<file path="src/led_limit_pkg.sv">
// constants, layouts and types for the led current-limit register slice
package led_limit_pkg;

  localparam int ADDR_WIDTH  = 8;
  localparam int DATA_WIDTH  = 32;
  localparam int REG_WIDTH   = 8;
  localparam int CODE_WIDTH  = 10;
  localparam int INDEX_WIDTH = 6;
  localparam int MA_WIDTH    = 11;
  localparam int REG_COUNT   = 5;

  // register indices; byte address is four times the index
  localparam logic [5:0] IDX_TRANSIENT_LIMIT_CONFIG = 6'h02;
  localparam logic [5:0] IDX_CH4_CURRENT_UPPER      = 6'h03;
  localparam logic [5:0] IDX_CH4_CURRENT_LOWER      = 6'h04;
  localparam logic [5:0] IDX_CH5_CURRENT_UPPER      = 6'h05;
  localparam logic [5:0] IDX_CH5_CURRENT_LOWER      = 6'h06;
  localparam logic [5:0] IDX_CODE_STATUS            = 6'h30;
  localparam logic [5:0] IDX_THRESHOLD_MA           = 6'h31;

  // reset values
  localparam logic [7:0] RST_TRANSIENT_LIMIT_CONFIG = 8'h30;
  localparam logic [7:0] RST_CH4_CURRENT_UPPER      = 8'h00;
  localparam logic [7:0] RST_CH4_CURRENT_LOWER      = 8'h00;
  localparam logic [7:0] RST_CH5_CURRENT_UPPER      = 8'h00;
  localparam logic [7:0] RST_CH5_CURRENT_LOWER      = 8'h00;

  // slot order of the writable registers in the bank
  localparam int SLOT_LIMIT     = 0;
  localparam int SLOT_CH4_UPPER = 1;
  localparam int SLOT_CH4_LOWER = 2;
  localparam int SLOT_CH5_UPPER = 3;
  localparam int SLOT_CH5_LOWER = 4;

  localparam logic [5:0] REG_INDEX [REG_COUNT] = '{
    IDX_TRANSIENT_LIMIT_CONFIG, IDX_CH4_CURRENT_UPPER,
    IDX_CH4_CURRENT_LOWER, IDX_CH5_CURRENT_UPPER, IDX_CH5_CURRENT_LOWER};
  localparam logic [7:0] REG_RESET [REG_COUNT] = '{
    RST_TRANSIENT_LIMIT_CONFIG, RST_CH4_CURRENT_UPPER,
    RST_CH4_CURRENT_LOWER, RST_CH5_CURRENT_UPPER, RST_CH5_CURRENT_LOWER};

  // field positions in the wide bit numbering, and each register's base bit
  localparam int LIMIT_BASE_BIT      = 16;
  localparam int THRESHOLD_MSB       = 22;
  localparam int THRESHOLD_LSB       = 19;
  localparam int CH6_ENABLE_BIT      = 18;
  localparam int CH5_ENABLE_BIT      = 17;
  localparam int CH4_ENABLE_BIT      = 16;
  localparam int CH4_UPPER_BASE_BIT  = 24;
  localparam int CH4_CODE_HI_MSB     = 25;
  localparam int CH4_CODE_HI_LSB     = 24;
  localparam int CH4_LOWER_BASE_BIT  = 32;
  localparam int CH5_UPPER_BASE_BIT  = 40;
  localparam int CH5_CODE_HI_MSB     = 41;
  localparam int CH5_CODE_HI_LSB     = 40;
  localparam int CH5_LOWER_BASE_BIT  = 48;

  // code ceilings software is expected to respect
  localparam logic [9:0] CODE_CEILING_FULL    = 10'h307;
  localparam logic [9:0] CODE_CEILING_REDUCED = 10'h0FF;

  // status bit positions in the code status register
  localparam int ST_CH4_ABOVE_FULL    = 0;
  localparam int ST_CH4_ABOVE_REDUCED = 1;
  localparam int ST_CH5_ABOVE_FULL    = 2;
  localparam int ST_CH5_ABOVE_REDUCED = 3;

  // threshold in milliamps for each limit code, ascending
  localparam logic [10:0] THRESHOLD_MA [16] = '{
    11'h082, 11'h096, 11'h0AC, 11'h0C0, 11'h0DC, 11'h113, 11'h14A, 11'h1B8,
    11'h226, 11'h294, 11'h302, 11'h370, 11'h3DE, 11'h488, 11'h532, 11'h5DC};

  typedef enum logic [1:0] {
    ACC_IDLE   = 2'b00,
    ACC_ANSWER = 2'b01
  } access_state_type;

endpackage

</file>
<file path="src/byte_register.sv">
// one software-writable byte register with a constant reset value
`timescale 1ns/1ps
module byte_register
  import led_limit_pkg::*;
#(
  parameter logic [7:0] RESET_VALUE = 8'h00
) (
  input  wire logic       clk_in,
  input  wire logic       reset_n_in,
  input  wire logic       write_in,
  input  wire logic [7:0] data_in,
  output logic      [7:0] value_out
);

  logic [7:0] next_value;

  // hold unless a committed write targets this register
  always_comb begin
    next_value = value_out;
    if (write_in) begin
      next_value = data_in;
    end
  end

  always_ff @(posedge clk_in or negedge reset_n_in) begin
    if (!reset_n_in) begin
      value_out <= RESET_VALUE;
    end else begin
      value_out <= next_value;
    end
  end

endmodule

</file>
<file path="src/apb_access_ctrl.sv">
// apb access sequencing: one wait state, then a registered ready
`timescale 1ns/1ps
module apb_access_ctrl
  import led_limit_pkg::*;
(
  input  wire logic clk_in,
  input  wire logic reset_n_in,
  input  wire logic psel_in,
  input  wire logic penable_in,
  output logic      load_out,
  output logic      commit_out,
  output logic      pready_out
);

  access_state_type state;
  access_state_type next_state;

  // first access cycle loads the answer, second completes it
  always_comb begin
    next_state = state;
    load_out   = 1'b0;
    commit_out = 1'b0;
    case (state)
      ACC_IDLE: begin
        if (psel_in && penable_in) begin
          load_out   = 1'b1;
          next_state = ACC_ANSWER;
        end
      end
      ACC_ANSWER: begin
        // ready is high now; the write lands on this edge only
        commit_out = psel_in && penable_in;
        next_state = ACC_IDLE;
      end
      default: begin
        next_state = ACC_IDLE;
      end
    endcase
  end

  always_ff @(posedge clk_in or negedge reset_n_in) begin
    if (!reset_n_in) begin
      state      <= ACC_IDLE;
      pready_out <= 1'b0;
    end else begin
      state      <= next_state;
      pready_out <= (next_state == ACC_ANSWER);
    end
  end

endmodule

</file>
<file path="src/led_current_limit_regs.sv">
// apb register slice for led transient limits and channel drive codes
//
// Design decision made here: the APB register port.
`timescale 1ns/1ps
module led_current_limit_regs
  import led_limit_pkg::*;
(
  input  wire logic                  clk_in,
  input  wire logic                  reset_n_in,
  input  wire logic [ADDR_WIDTH-1:0] paddr_in,
  input  wire logic                  psel_in,
  input  wire logic                  penable_in,
  input  wire logic                  pwrite_in,
  input  wire logic [DATA_WIDTH-1:0] pwdata_in,
  input  wire logic [3:0]            pstrb_in,
  output logic      [DATA_WIDTH-1:0] prdata_out,
  output logic                       pready_out,
  output logic                       pslverr_out,
  output logic      [3:0]            limit_threshold_code_out,
  output logic      [MA_WIDTH-1:0]   threshold_ma_out,
  output logic                       ch4_limit_enable_out,
  output logic                       ch5_limit_enable_out,
  output logic                       ch6_limit_enable_out,
  output logic      [CODE_WIDTH-1:0] ch4_drive_code_out,
  output logic      [CODE_WIDTH-1:0] ch5_drive_code_out
);

  logic                   load;
  logic                   commit;
  logic [INDEX_WIDTH-1:0] index;
  logic [REG_WIDTH-1:0]   reg_value [REG_COUNT];
  logic [REG_COUNT-1:0]   reg_hit;
  logic                   status_hit;
  logic                   mapped;
  logic [REG_WIDTH-1:0]   code_status;
  logic [DATA_WIDTH-1:0]  read_word;
  logic [DATA_WIDTH-1:0]  next_prdata;
  logic                   next_pslverr;

  logic [3:0]             next_threshold;
  logic [MA_WIDTH-1:0]    next_threshold_ma;
  logic                   next_ch4_enable;
  logic                   next_ch5_enable;
  logic                   next_ch6_enable;
  logic [CODE_WIDTH-1:0]  next_ch4_code;
  logic [CODE_WIDTH-1:0]  next_ch5_code;

  // byte addresses hold one register per aligned word
  assign index = paddr_in[ADDR_WIDTH-1:2];

  apb_access_ctrl access (
    .clk_in     (clk_in),
    .reset_n_in (reset_n_in),
    .psel_in    (psel_in),
    .penable_in (penable_in),
    .load_out   (load),
    .commit_out (commit),
    .pready_out (pready_out)
  );

  // writable bank; only byte lane zero carries data
  genvar i;
  generate
    for (i = 0; i < REG_COUNT; i = i + 1) begin : bank
      assign reg_hit[i] = (index == REG_INDEX[i]);
      byte_register #(
        .RESET_VALUE (REG_RESET[i])
      ) storage (
        .clk_in     (clk_in),
        .reset_n_in (reset_n_in),
        .write_in   (commit && pwrite_in && pstrb_in[0] && reg_hit[i]),
        .data_in    (pwdata_in[REG_WIDTH-1:0]),
        .value_out  (reg_value[i])
      );
    end
  endgenerate

  // read-only views of the block's own state
  assign status_hit = (index == IDX_CODE_STATUS) ||
                      (index == IDX_THRESHOLD_MA);
  assign mapped     = (|reg_hit) || status_hit;

  // flags when a programmed code passes a ceiling software should keep
  always_comb begin
    code_status = '0;
    code_status[ST_CH4_ABOVE_FULL]    = ch4_drive_code_out > CODE_CEILING_FULL;
    code_status[ST_CH5_ABOVE_FULL]    = ch5_drive_code_out > CODE_CEILING_FULL;
    code_status[ST_CH4_ABOVE_REDUCED] =
      ch4_drive_code_out > CODE_CEILING_REDUCED;
    code_status[ST_CH5_ABOVE_REDUCED] =
      ch5_drive_code_out > CODE_CEILING_REDUCED;
  end

  // read mux; bits 31 down to 11 of every word read zero
  always_comb begin
    read_word = '0;
    for (int k = 0; k < REG_COUNT; k++) begin
      if (reg_hit[k]) begin
        read_word[REG_WIDTH-1:0] = reg_value[k];
      end
    end
    if (index == IDX_CODE_STATUS) begin
      read_word[REG_WIDTH-1:0] = code_status;
    end
    if (index == IDX_THRESHOLD_MA) begin
      read_word[MA_WIDTH-1:0] = threshold_ma_out;
    end
  end

  // answer is captured in the wait cycle and stands only with ready
  // unmapped, or a write to a read-only view, answers with an error
  always_comb begin
    next_prdata  = '0;
    next_pslverr = 1'b0;
    if (load) begin
      next_pslverr = !mapped || (pwrite_in && status_hit);
      next_prdata  = (pwrite_in || !mapped) ? '0 : read_word;
    end
  end

  always_ff @(posedge clk_in or negedge reset_n_in) begin
    if (!reset_n_in) begin
      prdata_out  <= '0;
      pslverr_out <= 1'b0;
    end else begin
      prdata_out  <= next_prdata;
      pslverr_out <= next_pslverr;
    end
  end

  // fields picked out of the stored bytes for the analog driver
  always_comb begin
    next_threshold = reg_value[SLOT_LIMIT]
      [THRESHOLD_MSB-LIMIT_BASE_BIT:THRESHOLD_LSB-LIMIT_BASE_BIT];
    next_threshold_ma = THRESHOLD_MA[next_threshold];
    next_ch6_enable = reg_value[SLOT_LIMIT][CH6_ENABLE_BIT-LIMIT_BASE_BIT];
    next_ch5_enable = reg_value[SLOT_LIMIT][CH5_ENABLE_BIT-LIMIT_BASE_BIT];
    next_ch4_enable = reg_value[SLOT_LIMIT][CH4_ENABLE_BIT-LIMIT_BASE_BIT];
    next_ch4_code = {reg_value[SLOT_CH4_UPPER]
      [CH4_CODE_HI_MSB-CH4_UPPER_BASE_BIT:CH4_CODE_HI_LSB-CH4_UPPER_BASE_BIT],
      reg_value[SLOT_CH4_LOWER]};
    next_ch5_code = {reg_value[SLOT_CH5_UPPER]
      [CH5_CODE_HI_MSB-CH5_UPPER_BASE_BIT:CH5_CODE_HI_LSB-CH5_UPPER_BASE_BIT],
      reg_value[SLOT_CH5_LOWER]};
  end

  // driver outputs
  // a one-cycle lag keeps every driver output straight off a flop
  // code passed unaltered, so current stays monotonic
  always_ff @(posedge clk_in or negedge reset_n_in) begin
    if (!reset_n_in) begin
      limit_threshold_code_out <= RST_TRANSIENT_LIMIT_CONFIG[6:3];
      threshold_ma_out         <=
        THRESHOLD_MA[RST_TRANSIENT_LIMIT_CONFIG[6:3]];
      ch4_limit_enable_out     <= 1'b0;
      ch5_limit_enable_out     <= 1'b0;
      ch6_limit_enable_out     <= 1'b0;
      ch4_drive_code_out       <= '0;
      ch5_drive_code_out       <= '0;
    end else begin
      limit_threshold_code_out <= next_threshold;
      threshold_ma_out         <= next_threshold_ma;
      ch4_limit_enable_out     <= next_ch4_enable;
      ch5_limit_enable_out     <= next_ch5_enable;
      ch6_limit_enable_out     <= next_ch6_enable;
      ch4_drive_code_out       <= next_ch4_code;
      ch5_drive_code_out       <= next_ch5_code;
    end
  end

endmodule

</file>
<file path="config.mk">
export PLATFORM = sky130hd
export DESIGN_NAME = led_current_limit_regs
export DESIGN_NICKNAME = d
export VERILOG_FILES = /design/src/led_limit_pkg.sv /design/src/byte_register.sv /design/src/apb_access_ctrl.sv /design/src/led_current_limit_regs.sv
export SDC_FILE = /design/constraint.sdc
export NUM_CORES = 1
export LEC_CHECK = 0
export CAP_MARGIN = 20
export CORE_ASPECT_RATIO = 0.6
export CORE_MARGIN = 2
export CORE_UTILIZATION = 63
export CTS_CLUSTER_DIAMETER = 200
export DETAILED_ROUTE_END_ITERATION = 7
export DONT_BUFFER_PORTS = 1
export PLACE_DENSITY = 0.84
export SLEW_MARGIN = 10
export SYNTH_ARGS = -nofsm -noshare
export SYNTH_HDL_FRONTEND = slang
export SYNTH_SLANG_ARGS = --single-unit
</file>
<file path="constraint.sdc">
create_clock -name clk_in -period 1.9 [get_ports clk_in]
set_input_delay 0.38 -clock clk_in [delete_from_list [all_inputs] [get_ports clk_in]]
set_output_delay 0.38 -clock clk_in [all_outputs]
set_load 0.02 [all_outputs]
</file>
==> results by stage, run 1 <==
STA:
- The headroom to the max-slew limit is 64.0%.
- For the pin with the worst max-slew slack, the measured transition is 0.540 ns.
- The final number of hold-violating endpoints is 93.
- Timing would allow up to roughly 540 MHz.
- After layout, the worst path uses 97.0% of the clock period.
- The post-route worst hold slack is -0.312 ns.
- The number of pins exceeding their max-slew limit in the final report is 0.
- The post-route worst setup slack is 0.0573 ns.
- The number of setup violations in the final report is 0.
- Setup repair after global routing left no endpoint under its margin.
- The worst clock skew is 0.0128 ns.
- The worst path needs 1.84 ns of the cycle, external delays included.

CTS:
- After clock tree synthesis, the clock-pin slew on the worst setup and hold paths is 0.10 ns.
- The TritonCTS clock tree is done.
- The number of clock buffers inserted by TritonCTS is 9.
- The level count of the clock H-tree is 3.
- The root buffer cell chosen for the clock tree is clkbuf_8.
- The clock reaches the later pin of the worst-skew pair after 0.37 ns.
- The clock net in this run drives a total of 93 sinks.
- The worst-case clock buffer depth is 2.

Detailed routing:
- The met3 routed wirelength is approximately 1 mm.
- The average wire length per cell after detail routing is ~21 um.
- The number of antenna-violating nets in the routed design is 0.
- The post-detailed-routing wire length is around 9 mm.
- The ratio of routed vias to standard cells is 6.15.
- The first detailed-routing pass ran for 4 iterations.
- The highest signal layer in the routed design is met4.
- After detailed routing, the number of remaining DRC violations is 0.
- The first-iteration detailed-routing DRC count is 268.
- In the detailed route, the total length drawn on met2 is 3.97 mm.
- In the final routing, the length of wire on met1 measures roughly 3.9 mm.
- Detailed routing inserted a total of 2609 vias.

Yosys:
- Counting flops and latches in the post-synthesis netlist gives 93.
- The most common flop cell mapped by yosys is dfrtp_1.
- The number of flops mapped to enable cells by yosys is 0.
- Summing every instance area after synthesis gives about 0.0041 mm^2.
- The share of flip-flops with an asynchronous set or reset after synthesis is 100%.
- The share of the Yosys chip area taken by registers is between 50 and 60%.
- The number of distinct library cells after synthesis is 39.
- For this run, the number of Yosys warnings is 0.
- The number of standard cells after synthesis is 327.
- The synthesized area per cell is 12.4 um^2.

Floorplan:
- The starting density of the core is about two thirds.
- The die is ~110 um wide.
- The floorplan step defined a die boundary enclosing just over 0.007 mm^2.
- The region available for standard cell placement spans ~0.0062 mm^2.
- The number of rows created at floorplan is 22.
- The die is 66.2 um tall.
- The number of ports placed on the die boundary is 121.

Global route:
- The number of global-route vias before repair came to 2562.
- After global routing the overflow that remains totals 0.
- The initial antenna violation count came to 0.
- The first global-routing pass estimated roughly 14 mm of wire.
- The pin count of the biggest net entering global routing is 94.
- The all-layer global routing usage is 26.7%.

Status:
- The checks that failed: negative hold slack.
- The run finished, with violations left.

Final layout:
- The area occupied by registers is approximately 0.0023 mm^2.
- The library cells used most frequently in the layout, excluding fill and tap cells, are dfrtp_1, mux2_2, conb_1, o21ai_0, nor2_1.
- The count of inserted antenna diode cells is 0.
- The share of cells above drive strength 1 is between 20 and 25%.
- The library cell used most frequently in the layout, excluding fill and tap cells, is dfrtp_1.
- The final layout net count is 389.
- The footprint of the multi-input gates is 0.00155 mm^2.
- The layout has 433 filler cells.
- From synthesis to final layout, the design area changed by 8.36%.
- Once layout is done, the placed cells without fillers occupy 0.00440 mm^2.

Setup path:
- For the worst setup path, the data required time is 2.18 ns.
- The worst setup path is launched from a flip-flop.
- The setup path with the least slack is of type flip-flop to flip-flop.
- The category of cells accounting for the largest share of critical-path delay is compound AO/OA/AOI/OAI gates.
- Along the worst path, the maximum fanout reaches 8.
- The slowest stage of the critical path belongs to the cell dfrtp_1.
- The arrival time at the worst endpoint is between 2 and 2.5 ns.
- The worst setup path is captured at a flip-flop.
- The worst path buffer plus inverter count is 1.
- The largest single stage delay on the critical path is between 0.3 and 0.4 ns.
- The critical path goes through nand3b_1 -> or2_2 -> a2111oi_4 -> buf_4 -> a21boi_1.

Power:
- The standby leakage power is 2.13 nW.
- Power spread over the standard cell area amounts to 844 mW/mm^2.
- Across the VDD grid, the largest voltage drop is 0.000426 V.

Placement:
- The minimum setup slack after placement is -0.0203 ns.
- The number of input and output port buffers inserted is 0.
- Routability-driven placement finished with a final weighted congestion of 0.891.
- The wire-length estimate of the detail-placed layout is a little over 6 mm.
- The standard cell area after detailed placement is 0.00413 mm^2.

Min path:
- The tightest min-delay check is of the input port to async pin type.

Run:
- The number of maximum-capacitance constraint violations is 0.
[final timing paths]
kind                                               from                           end  slack [ns]  depth (start not counted)
hold reg to reg            bank[1].storage.value_out[1]         ch4_drive_code_out[9]        0.39                          0
min in group clk_in                        pwdata_in[1]  bank[2].storage.value_out[1]        0.15                          1
setup / recovery                        access.state[1]                 prdata_out[7]        0.06                          5
hold / removal                               reset_n_in         ch5_drive_code_out[0]       -0.31                          0
max in group asynchronous                    reset_n_in  bank[0].storage.value_out[5]        2.00                          0
setup reg to reg                        access.state[1]                 prdata_out[7]        0.06                          5
[flip-flops by register name (all words and copies together), names as in the netlist, 2 cells and up]
register                  cells
access.state                  2
limit_threshold_code_out      4
ch4_drive_code_out           10
bank.storage.value_out       40
threshold_ma_out             11
ch5_drive_code_out           10
prdata_out                   11
[logic make-up (layout without fill, tap and decap cells)]
logic type                 Yosys count  count (layout)  share of synthesized area (%)
and+or+nand+nor                     73              73                           10.4
buffers and inverters               46              38                           6.57
muxes                               48              48                           13.1
AOI/OAI and AO/OA                   61              61                           10.7
DFF                                 93              93                           57.6
adders and majority gates            5               5                           1.54
other                                1              22                         0.0924
[cell usage after synthesis (3+ instances only)]
master    number  area [um^2]
a21boi_0       5         37.5
o211ai_1       6         45.0
o221ai_1       5         43.8
mux2_2        40          450
a22o_1         4         35.0
nand3_1        3         15.0
dfrtp_1       85         2130
ha_1           5         62.6
a21oi_1        8         40.0
nand2b_1      12         75.1
clkbuf_1       8         30.0
and3_1         7         43.8
nor3_1         3         15.0
nand2_1       10         37.5
o21ai_0       15         75.1
inv_1          9         33.8
o311a_1        4         40.0
buf_4         23          173
a211oi_1       8         60.1
a32oi_1        4         35.0
dfstp_2        8          210
mux2i_1        8         80.1
nor2_1        15         56.3
buf_2          6         30.0
nor2b_1        9         56.3
[layout make-up]
type | count | area share [%]
Multi-Input combinational cell | 209 | 35.1
Clock inverter | 6 | 2.62
Tap cell | 84 | 2.39
Timing Repair Buffer | 13 | 2.79
Sequential cell | 93 | 53.2
Inverter | 9 | 0.768
Clock buffer | 10 | 3.13
[per-stage QoR]
step	cells	hold slack (ns)	utilization [%]	setup TNS [ns]	power, W
after floorplan	348	0.0844	-	0	0.00216
after global placement	408	0.0861	67.0	0	0.00212
after detailed placement	408	0.0861	67.0	-0.0203	0.00213
after CTS	424	-0.322	71.1	0	0.00373
after global routing	424	-0.334	71.3	0	0.00383
final	424	-0.312	71.3	0	0.00371
[where the power goes]
group / switching [W] / internal [W] / total (W)
Clock: 0.000702 / 0.000919 / 0.00162
Sequential: 0.00000919 / 0.00199 / 0.00200
Combinational: 0.0000663 / 0.0000284 / 0.0000947
[per-layer routing]
layer,up-vias,track usage (%)
met2,147,40.3
met4,0,6.57
met5,-,0
li1,1136,-
met3,8,11.7
met1,1318,35.8
[timing repair]
action	4_1_cts	5_1_grt
buffers inserted	0	0
pin swaps	0	0
endpoints found under the setup margin	1	4
gates resized for setup	1	1
endpoints found under the hold margin	93	93
No activity file was read; power rests on OpenSTA's default activity.
==> inputs of run 2 (changes only) <==
--- a/config.mk
+++ b/config.mk
@@ -16,4 +16,5 @@
 export SLEW_MARGIN = 10
 export SYNTH_ARGS = -nofsm -noshare
 export SYNTH_HDL_FRONTEND = slang
+export SYNTH_HIERARCHICAL = 1
 export SYNTH_SLANG_ARGS = --single-unit
==> constraint.sdc (replaced) <==
create_clock -name clk_in -period 2 [get_ports clk_in]
set_input_delay 0.4 -clock clk_in [delete_from_list [all_inputs] [get_ports clk_in]]
set_output_delay 0.4 -clock clk_in [all_outputs]
set_load 0.02 [all_outputs]
==> run 2 against run 1 <==
- the flow still finishes with violations (negative hold slack)
- power fell by 17%
- synthesized cell count fell by 2.4%
- register-to-register slack improved by 0.09 ns
- non-clock buffer count rose by 6
- wire length fell by 0.22%
- via count fell by 2.9%
- combinational power fell by 4.1%
- sequential power fell by 5%
- sequential cell count did not move
- sequential share of layout area fell by 1.2 points
- global-route usage fell by 0.36 points
==> results by stage, run 2 <==
Final layout:
- The final layout net count is 387 (-0.51%).
- The area growth from synthesis to layout is 6.15%.
- The number of flip-flops in the largest register was 40 (unchanged).
- The count of inserted antenna diode cells came to 0 (unchanged).
- The library cells used most frequently in the layout, excluding fill and tap cells, are dfrtp_1, mux2_4, conb_1, nand2_1, buf_4.
- The register bank with the most flops is bank.storage/value_out.
- The core utilization of the finished layout came to 68.2% (-3.1 points).
- The number of filler cells placed in the layout was 466 (+7.6%).
- The footprint of the multi-input gates came to 0.00170 mm^2 (+10%).
- The area occupied by registers is 0.00234 mm^2 (unchanged).
- The most common cell after layout, fill and taps aside is dfrtp_1.
- The largest registers in the layout are bank.storage/value_out x40, prdata_out x11, threshold_ma_out x11.
- The share of cells above drive strength 1 is 29.0% (+4.3 points).

Yosys:
- The number of flops mapped to enable cells by yosys is 0 (unchanged).
- By area the synthesized netlist is led by dfrtp_1, mux2_4, dfstp_2, buf_4, mux2_2.
- The number of standard cells after synthesis came to 319 (-2.4%).
- The number of distinct library cells after synthesis came to 44 (+13%).
- The sequential element share of the synthesized area was 55.2% (-2.4 points).
- For this run, the leading register cell type out of synthesis is dfrtp_1.
- The synthesized area per cell is 13.3 um^2 (+7.0%).
- The largest total area in the synthesized netlist belongs to dfrtp_1.
- By count the netlist is led by dfrtp_1, mux2_4, buf_4.
- The share of flip-flops with an asynchronous set or reset after synthesis is 100% (unchanged).
- The count of state elements after synthesis was 93 (unchanged).
- In the post-synthesis netlist, the cell with the most instances is dfrtp_1.
- The total of warnings raised by yosys came to 6 (+6).
- The synthesized area was 0.00423 mm^2 (+4.3%).
- The fraction of synthesized cell area taken by the top area cell type came to 50.2% (-2.2 points).

CTS:
- The level count of the clock H-tree is 3 (unchanged).
- The clock-pin slew of the registers on the worst-case setup and hold paths came to 0.08 ns (-0.02 ns).
- The post-CTS repair timing setup buffer count was 0 (unchanged).
- The number of sinks handled by clock tree synthesis is 93 (unchanged).
- The number of clock buffers inserted by TritonCTS came to 9 (unchanged).
- The clock insertion delay at the later pin of the skew report was 0.37 ns (about the same).
- The TritonCTS clock tree is done.
- The worst-case clock buffer depth is 2 (unchanged).
- The library cell used as clock root buffer is clkbuf_8.

Detailed routing:
- The total vias in the final route is 2533 (-2.9%).
- The remaining routing DRC violations is 0 (unchanged).
- The post-detailed-routing wire length is 8.87 mm (-0.22%).
- The first-pass detailed-route iteration total is 5 (+1).
- The ratio of routed vias to standard cells is 5.96 (-3.1%).
- The average wire length per cell after detail routing came to 20.9 um (-0.46%).
- The first-iteration detailed-routing DRC count is 255 (-4.9%).
- The number of antenna-violating nets in the routed design is 0 (unchanged).

Floorplan:
- The starting density of the core was 64.2% (-1.6 points).
- The standard cell core area is 0.00659 mm^2 (+6.9%).
- The die height is 67.5 um (+2.0%).
- The number of ports placed on the die boundary is 121 (unchanged).
- The die outline area was 0.00741 mm^2 (+4.1%).
- The width of the die came to 110 um (+2.1%).
- The number of rows created at floorplan is 23 (+4.5%).

Setup path:
- The capturing element type of the critical path is a flip-flop.
- The maximum fanout along the worst path came to 5 (-3).
- The startpoint type of the worst setup path is a flip-flop.
- The worst endpoint required time was 2.25 ns (+0.07 ns).
- The worst setup path is of the flip-flop to flip-flop kind.
- The arrival time at the worst endpoint is 2.11 ns (about the same).
- The startpoint identified for the worst register-to-register timing path is access/state[1].
- The timing startpoint of the critical path is access/state[1].

STA:
- Setup repair after global routing left no endpoint under its margin.
- The aggregate negative setup slack is 0 ns (unchanged).
- The headroom to the max-slew limit is 56.6% (-7.4 points).
- The post-route worst hold slack was -0.274 ns (+0.0381 ns).
- The post-route worst setup slack is 0.147 ns (+0.0893 ns).
- The number of setup violations in the final report is 0 (unchanged).
- The worst clock skew is 0.00997 ns (-0.00285 ns).
- The maximum clock frequency is 540 MHz (-0.58%).
- The final worst-path cycle share is 92.7% (-4.3 points).
- The number of pins exceeding their max-slew limit in the final report was 0 (unchanged).
- The time the worst path needs with I/O delays and setup is 1.85 ns (+0.0107 ns).
- The final number of hold-violating endpoints was 93 (unchanged).
- The actual transition at the worst max-transition pin is 0.645 ns (+0.105 ns).

Power:
- The peak supply drop is 0.000464 V (+9.1%).
- The overall power consumption was 0.00307 W (-17%).
- The standby leakage power is 2.08 nW (-2.4%).
- The ratio of total power to cell area is 683 mW/mm^2 (-19%).

Status:
- The run finished, with violations left.
- The final reports fail on negative hold slack.

Run:
- The number of maximum-capacitance constraint violations came to 0 (unchanged).

Global route:
- The global-route wire length before repair is 13.7 mm (-1.1%).
- The pin count of the biggest net entering global routing is 94 (unchanged).
- The all-layer global routing usage is 26.4% (-0.36 points).
- The initial antenna violation count is 0 (unchanged).
- The number of global-route vias before repair came to 2439 (-4.8%).
- The remaining global-route overflow is 0 (unchanged).

Placement:
- The number of input and output port buffers inserted is 0 (unchanged).
- The detailed placer's ending HPWL was 6.36 mm (+4.1%).
- The final weighted congestion of routability-driven global placement was 0.969 (+8.6%).
- The minimum setup slack after placement came to -0.124 ns (-0.104 ns).

Min path:
- The path class of the tightest hold or removal check is input port to async pin.
## run 2: changes by cell type after synthesis, moves of 7 or more
cell / before / now
o21ai_0: 15 / 7
mux2_2: 40 / 9
a221oi_1: 0 / 7
o2bb2ai_1: 0 / 8
mux2_4: 0 / 40
nand2b_1: 12 / 1
nand2_1: 10 / 19
## run 2: kinds of logic (layout without fill, tap and decap cells)
family | Yosys count | count (layout) | share of synthesized area (%)
AND/OR/NAND/NOR | 71 | 71 | 9.72
buffers and inverters | 43 | 42 | 6.65
AO/OA/AOI/OAI | 50 | 50 | 8.78
other | 2 | 22 | 0.177
flip-flops | 93 | 93 | 55.2
multiplexers | 55 | 55 | 18.0
adder cells (fa/ha/maj) | 5 | 5 | 1.48
## run 2: metrics by stage
stage               instances  area, um^2
floorplan                 339        4320
global placement          409        4330
detailed placement        409        4330
CTS                       425        4490
global route              425        4490
finish                    425        4490
## run 2: worst max-delay path, stage by stage, from the launching register on
cell	delay, ns
dfrtp_1	0.40
and4b_2	0.32
nand3_1	0.21
nor3_1	0.27
buf_4	0.23
mux2_4	0.31
## run 2: final timing paths
path                                           endpoint  slack, ns  cells past startpoint
min in group clk_in                         pslverr_out       0.17                      1
min                                       prdata_out[1]      -0.27                      0
max                        bank[1].storage/value_out[7]       0.15                      5
max in group asynchronous           threshold_ma_out[6]       2.09                      0
min reg2reg                       ch4_drive_code_out[9]       0.40                      0
max reg2reg                bank[1].storage/value_out[7]       0.15                      5
## run 2: report_power, final
group	switching [W]	internal, W	total [W]	leakage (nW)
sequential	0.00000959	0.00189	0.00190	1.26
clock	0.000598	0.000484	0.00108	0.0844
combinational	0.0000606	0.0000302	0.0000908	0.729
## run 2: layout make-up
type                    instances  share of cell area [%]
clock buffers                  14                    3.40
repair buffers                 19                    3.45
clock inverters                 2                   0.223
well taps                      87                    2.42
flip-flops and latches         93                    52.0
multi-input cells             203                    37.9
inverters                       7                   0.585
## run 2: what timing repair did
item                                    4_1_cts  5_1_grt
gates resized for setup                       0        1
endpoints found under the hold margin        93       93
endpoints found under the setup margin        0        6
## run 2: per-layer routing
layer / GRT usage [%] / routed length (um)
met2: 36.0 / 3850
met1: 37.6 / 3910
met3: 11.0 / 963
met5: 0 / 0
met4: 9.49 / 148
==> inputs of run 3 (changes only) <==
--- a/config.mk
+++ b/config.mk
@@ -8,11 +8,11 @@
 export CAP_MARGIN = 20
 export CORE_ASPECT_RATIO = 0.6
 export CORE_MARGIN = 2
-export CORE_UTILIZATION = 63
+export CORE_UTILIZATION = 68
 export CTS_CLUSTER_DIAMETER = 200
 export DETAILED_ROUTE_END_ITERATION = 7
 export DONT_BUFFER_PORTS = 1
-export PLACE_DENSITY = 0.84
+export PLACE_DENSITY = 0.89
 export SLEW_MARGIN = 10
 export SYNTH_ARGS = -nofsm -noshare
 export SYNTH_HDL_FRONTEND = slang
==> constraint.sdc (replaced) <==
create_clock -name clk_in -period 2.25 [get_ports clk_in]
set_input_delay 0.45 -clock clk_in [delete_from_list [all_inputs] [get_ports clk_in]]
set_output_delay 0.45 -clock clk_in [all_outputs]
set_load 0.02 [all_outputs]
==> run 3 against run 2 <==
- the run still ends with negative hold slack left
- largest power group unchanged
- critical endpoint is now prdata_out[2]
- sequential cell count stayed put
- clock power shrank 4%
- highest routed layer unchanged
- sequential power is 11% lower
==> results by stage, run 3 (synthesis gave the netlist of run 2 again) <==
Status:
- The flow ran to the end, but the final reports show violations.
- The final reports fail on negative hold slack.

Floorplan:
- The number of ports placed on the die boundary came to 121 (unchanged).
- The starting density of the core was 69.9% (+5.7 points).
- The width of the die is 106 um (-3.6%).
- The die height is 65.1 um (-3.5%).
- The number of rows created at floorplan was 22 (-4.3%).
- The standard cell core area was 0.00606 mm^2 (-8.1%).
- The die outline area is 0.00689 mm^2 (-7.0%).

STA:
- The actual transition at the worst max-transition pin came to 0.762 ns (+0.117 ns).
- The maximum clock frequency is 533 MHz.
- The headroom to the max-slew limit is 48.7% (-7.9 points).
- Setup repair after global routing left no endpoint under its margin.
- The worst clock skew is 0.00818 ns (-0.00179 ns).
- The number of setup violations in the final report is 0 (unchanged).
- The final number of hold-violating endpoints is 93 (unchanged).
- The aggregate negative setup slack is 0 ns (unchanged).
- The number of pins exceeding their max-slew limit in the final report is 0 (unchanged).
- The time the worst path needs with I/O delays and setup is between 1.5 and 2 ns.
- The final critical path takes up 83.3% of the cycle.
- The post-route worst hold slack is -0.232 ns (+0.0422 ns).

Run:
- The number of maximum-capacitance constraint violations is 0 (unchanged).

CTS:
- The number of clock buffers inserted by TritonCTS is 9 (unchanged).
- CTS placed an instance of clkbuf_8 at the clock tree root.
- The clock-pin slew of the registers on the worst-case setup and hold paths was 0.09 ns (about the same).
- The post-CTS repair timing setup buffer count is 0 (unchanged).
- The worst-case clock buffer depth is 2 (unchanged).
- The clock insertion delay at the later pin of the skew report is 0.37 ns (about the same).
- The number of sinks handled by clock tree synthesis is 93 (unchanged).
- The level count of the clock H-tree was 3 (unchanged).
- TritonCTS built the clock tree.
- The number of resized instances in the post-cts repair step came to 0 (unchanged).

Setup path:
- The destination of the worst register-to-register timing path is bank[4].storage/value_out[0].
- The startpoint of the lowest-slack register-to-register path is access/state[1].
- The arrival time at the worst endpoint is 2.11 ns (about the same).
- The maximum fanout along the worst path is 7 (+2).
- The critical path start-end classification is input port to flip-flop.
- The reg2reg setup slack came to 0.40 ns (+0.25 ns).
- The worst endpoint required time came to 2.49 ns (+0.24 ns).
- The length in cells of the worst reg-to-reg path was 5 (unchanged).
- The slowest cell on the critical path is nor4_1.
- The delay of the slowest critical-path stage is 0.66 ns (+0.26 ns).
- Broken down by cell family, the worst path's largest delay share belongs to simple AND/OR/NAND/NOR gates.
- The worst setup path is launched from an input port.
- The worst path buffer plus inverter count is 1 (unchanged).
- Walking the worst path, the cells encountered are nor4_1 -> buf_4 -> and2_1 -> a221oi_1 -> a211oi_1.
- The worst setup path is captured at a flip-flop.

Global route:
- The global-route wire length before repair is 14.2 mm (+4.2%).
- The remaining global-route overflow is 0 (unchanged).
- The number of global-route vias before repair is 2544 (+4.3%).
- The pin count of the biggest net entering global routing is 94 (unchanged).
- The all-layer global routing usage is 28.4% (+2.1 points).
- The initial antenna violation count is 0 (unchanged).

Final layout:
- The register bank with the most flops is bank.storage/value_out.
- The number of filler cells placed in the layout is 390 (-16%).
- The footprint of the multi-input gates is 0.00170 mm^2 (-0.44%).
- The post-route standard cell area excluding fillers is 0.00447 mm^2 (-0.56%).
- The number of flip-flops in the largest register is 40 (unchanged).
- In the layout the commonest cells are dfrtp_1, mux2_4, conb_1, nand2_1, buf_4.
- The layout overhead on the synthesized area is 5.56%.
- The largest registers in the layout are bank.storage/value_out x40, prdata_out x11, threshold_ma_out x11.
- The share of cells above drive strength 1 came to 29.0% (-0.039 points).
- The most common cell after layout, fill and taps aside is dfrtp_1.
- The area occupied by registers is 0.00234 mm^2 (unchanged).
- The final layout net count is 384 (-0.78%).
- The count of inserted antenna diode cells is 0 (unchanged).

Detailed routing:
- The remaining routing DRC violations is 0 (unchanged).
- The average wire length per cell after detail routing is 21.8 um (+4.4%).
- The number of antenna-violating nets in the routed design is 0 (unchanged).
- The ratio of routed vias to standard cells is 6.19 (+3.9%).
- The first-iteration detailed-routing DRC count is 281 (+10%).
- The total vias in the final route came to 2595 (+2.4%).
- The post-detailed-routing wire length is 9.13 mm (+2.9%).
- The first-pass detailed-route iteration total was 4 (-1).

Min path:
- The min-delay analysis places its worst path in the category input port to async pin.

Placement:
- The number of input and output port buffers inserted is 0 (unchanged).
- The detailed placer's ending HPWL is 6.51 mm (+2.3%).
- The standard cell area after detailed placement is 0.00429 mm^2 (-0.95%).
- The final weighted congestion of routability-driven global placement is 0.930 (-4.0%).

Power:
- The peak supply drop is 0.000370 V (-20%).
- The ratio of total power to cell area is 627 mW/mm^2 (-8.2%).
- The standby leakage power is 2.06 nW (-0.57%).
-- run 3: cell count changes in the layout (fill, tap and decap cells not counted), sizes merged --
cell,change
buf,-3
clkbuf,-4
clkinvlp,+2
inv,+2
-- run 3: power breakdown --
group          internal, W   total, W  switching [W]
Combinational    0.0000261  0.0000802      0.0000541
Sequential         0.00168    0.00169     0.00000837
Clock             0.000439    0.00104       0.000597
Total              0.00214    0.00280       0.000659
-- run 3: area by class of cell --
type	instances	share of cell area (%)
timing repair buffer	16	2.69
clock buffer	10	3.08
tap	84	2.35
sequential	93	52.3
clock inverter	6	1.04
inverter	7	0.588
multi-input combinational	203	38.0
-- run 3: per-stage QoR --
step	worst slack, ns	utilization [%]	power (W)	cells
final	0.376	73.8	0.00280	419
after global routing	0.355	73.8	0.00289	419
after CTS	0.420	73.8	0.00281	419
after detailed placement	0.0816	70.8	0.00180	403
after global placement	0.103	70.8	0.00179	403
after floorplan	0.0849	-	0.00182	339
-- run 3: worst max path at each step --
stage	start	slack [ns]	end	cells past startpoint
final	paddr_in[7]	0.38	prdata_out[2]	5
after CTS	access/state[1]	0.42	bank[4].storage/value_out[0]	5
after global routing	access/state[1]	0.36	bank[4].storage/value_out[3]	5
after global placement	paddr_in[7]	0.10	bank[2].storage/value_out[0]	5
after floorplan	paddr_in[5]	0.08	bank[2].storage/value_out[0]	6
after detailed placement	paddr_in[7]	0.08	bank[2].storage/value_out[1]	5
-- run 3: per-layer routing --
layer  up-vias  routed length, um  GRT usage [%]
met5         -                  0              0
met4         0                186           7.57
met3        19               1080           10.7
met2       158               3990           40.3
met1      1295               3880           41.6
li1       1123                  -              -
-- run 3: worst register-to-register path, stage by stage, from the launching register on --
cell	delay [ns]
dfrtp_1	0.40
and4b_2	0.31
nand3_1	0.18
nor3_1	0.28
buf_4	0.25
mux2_4	0.31
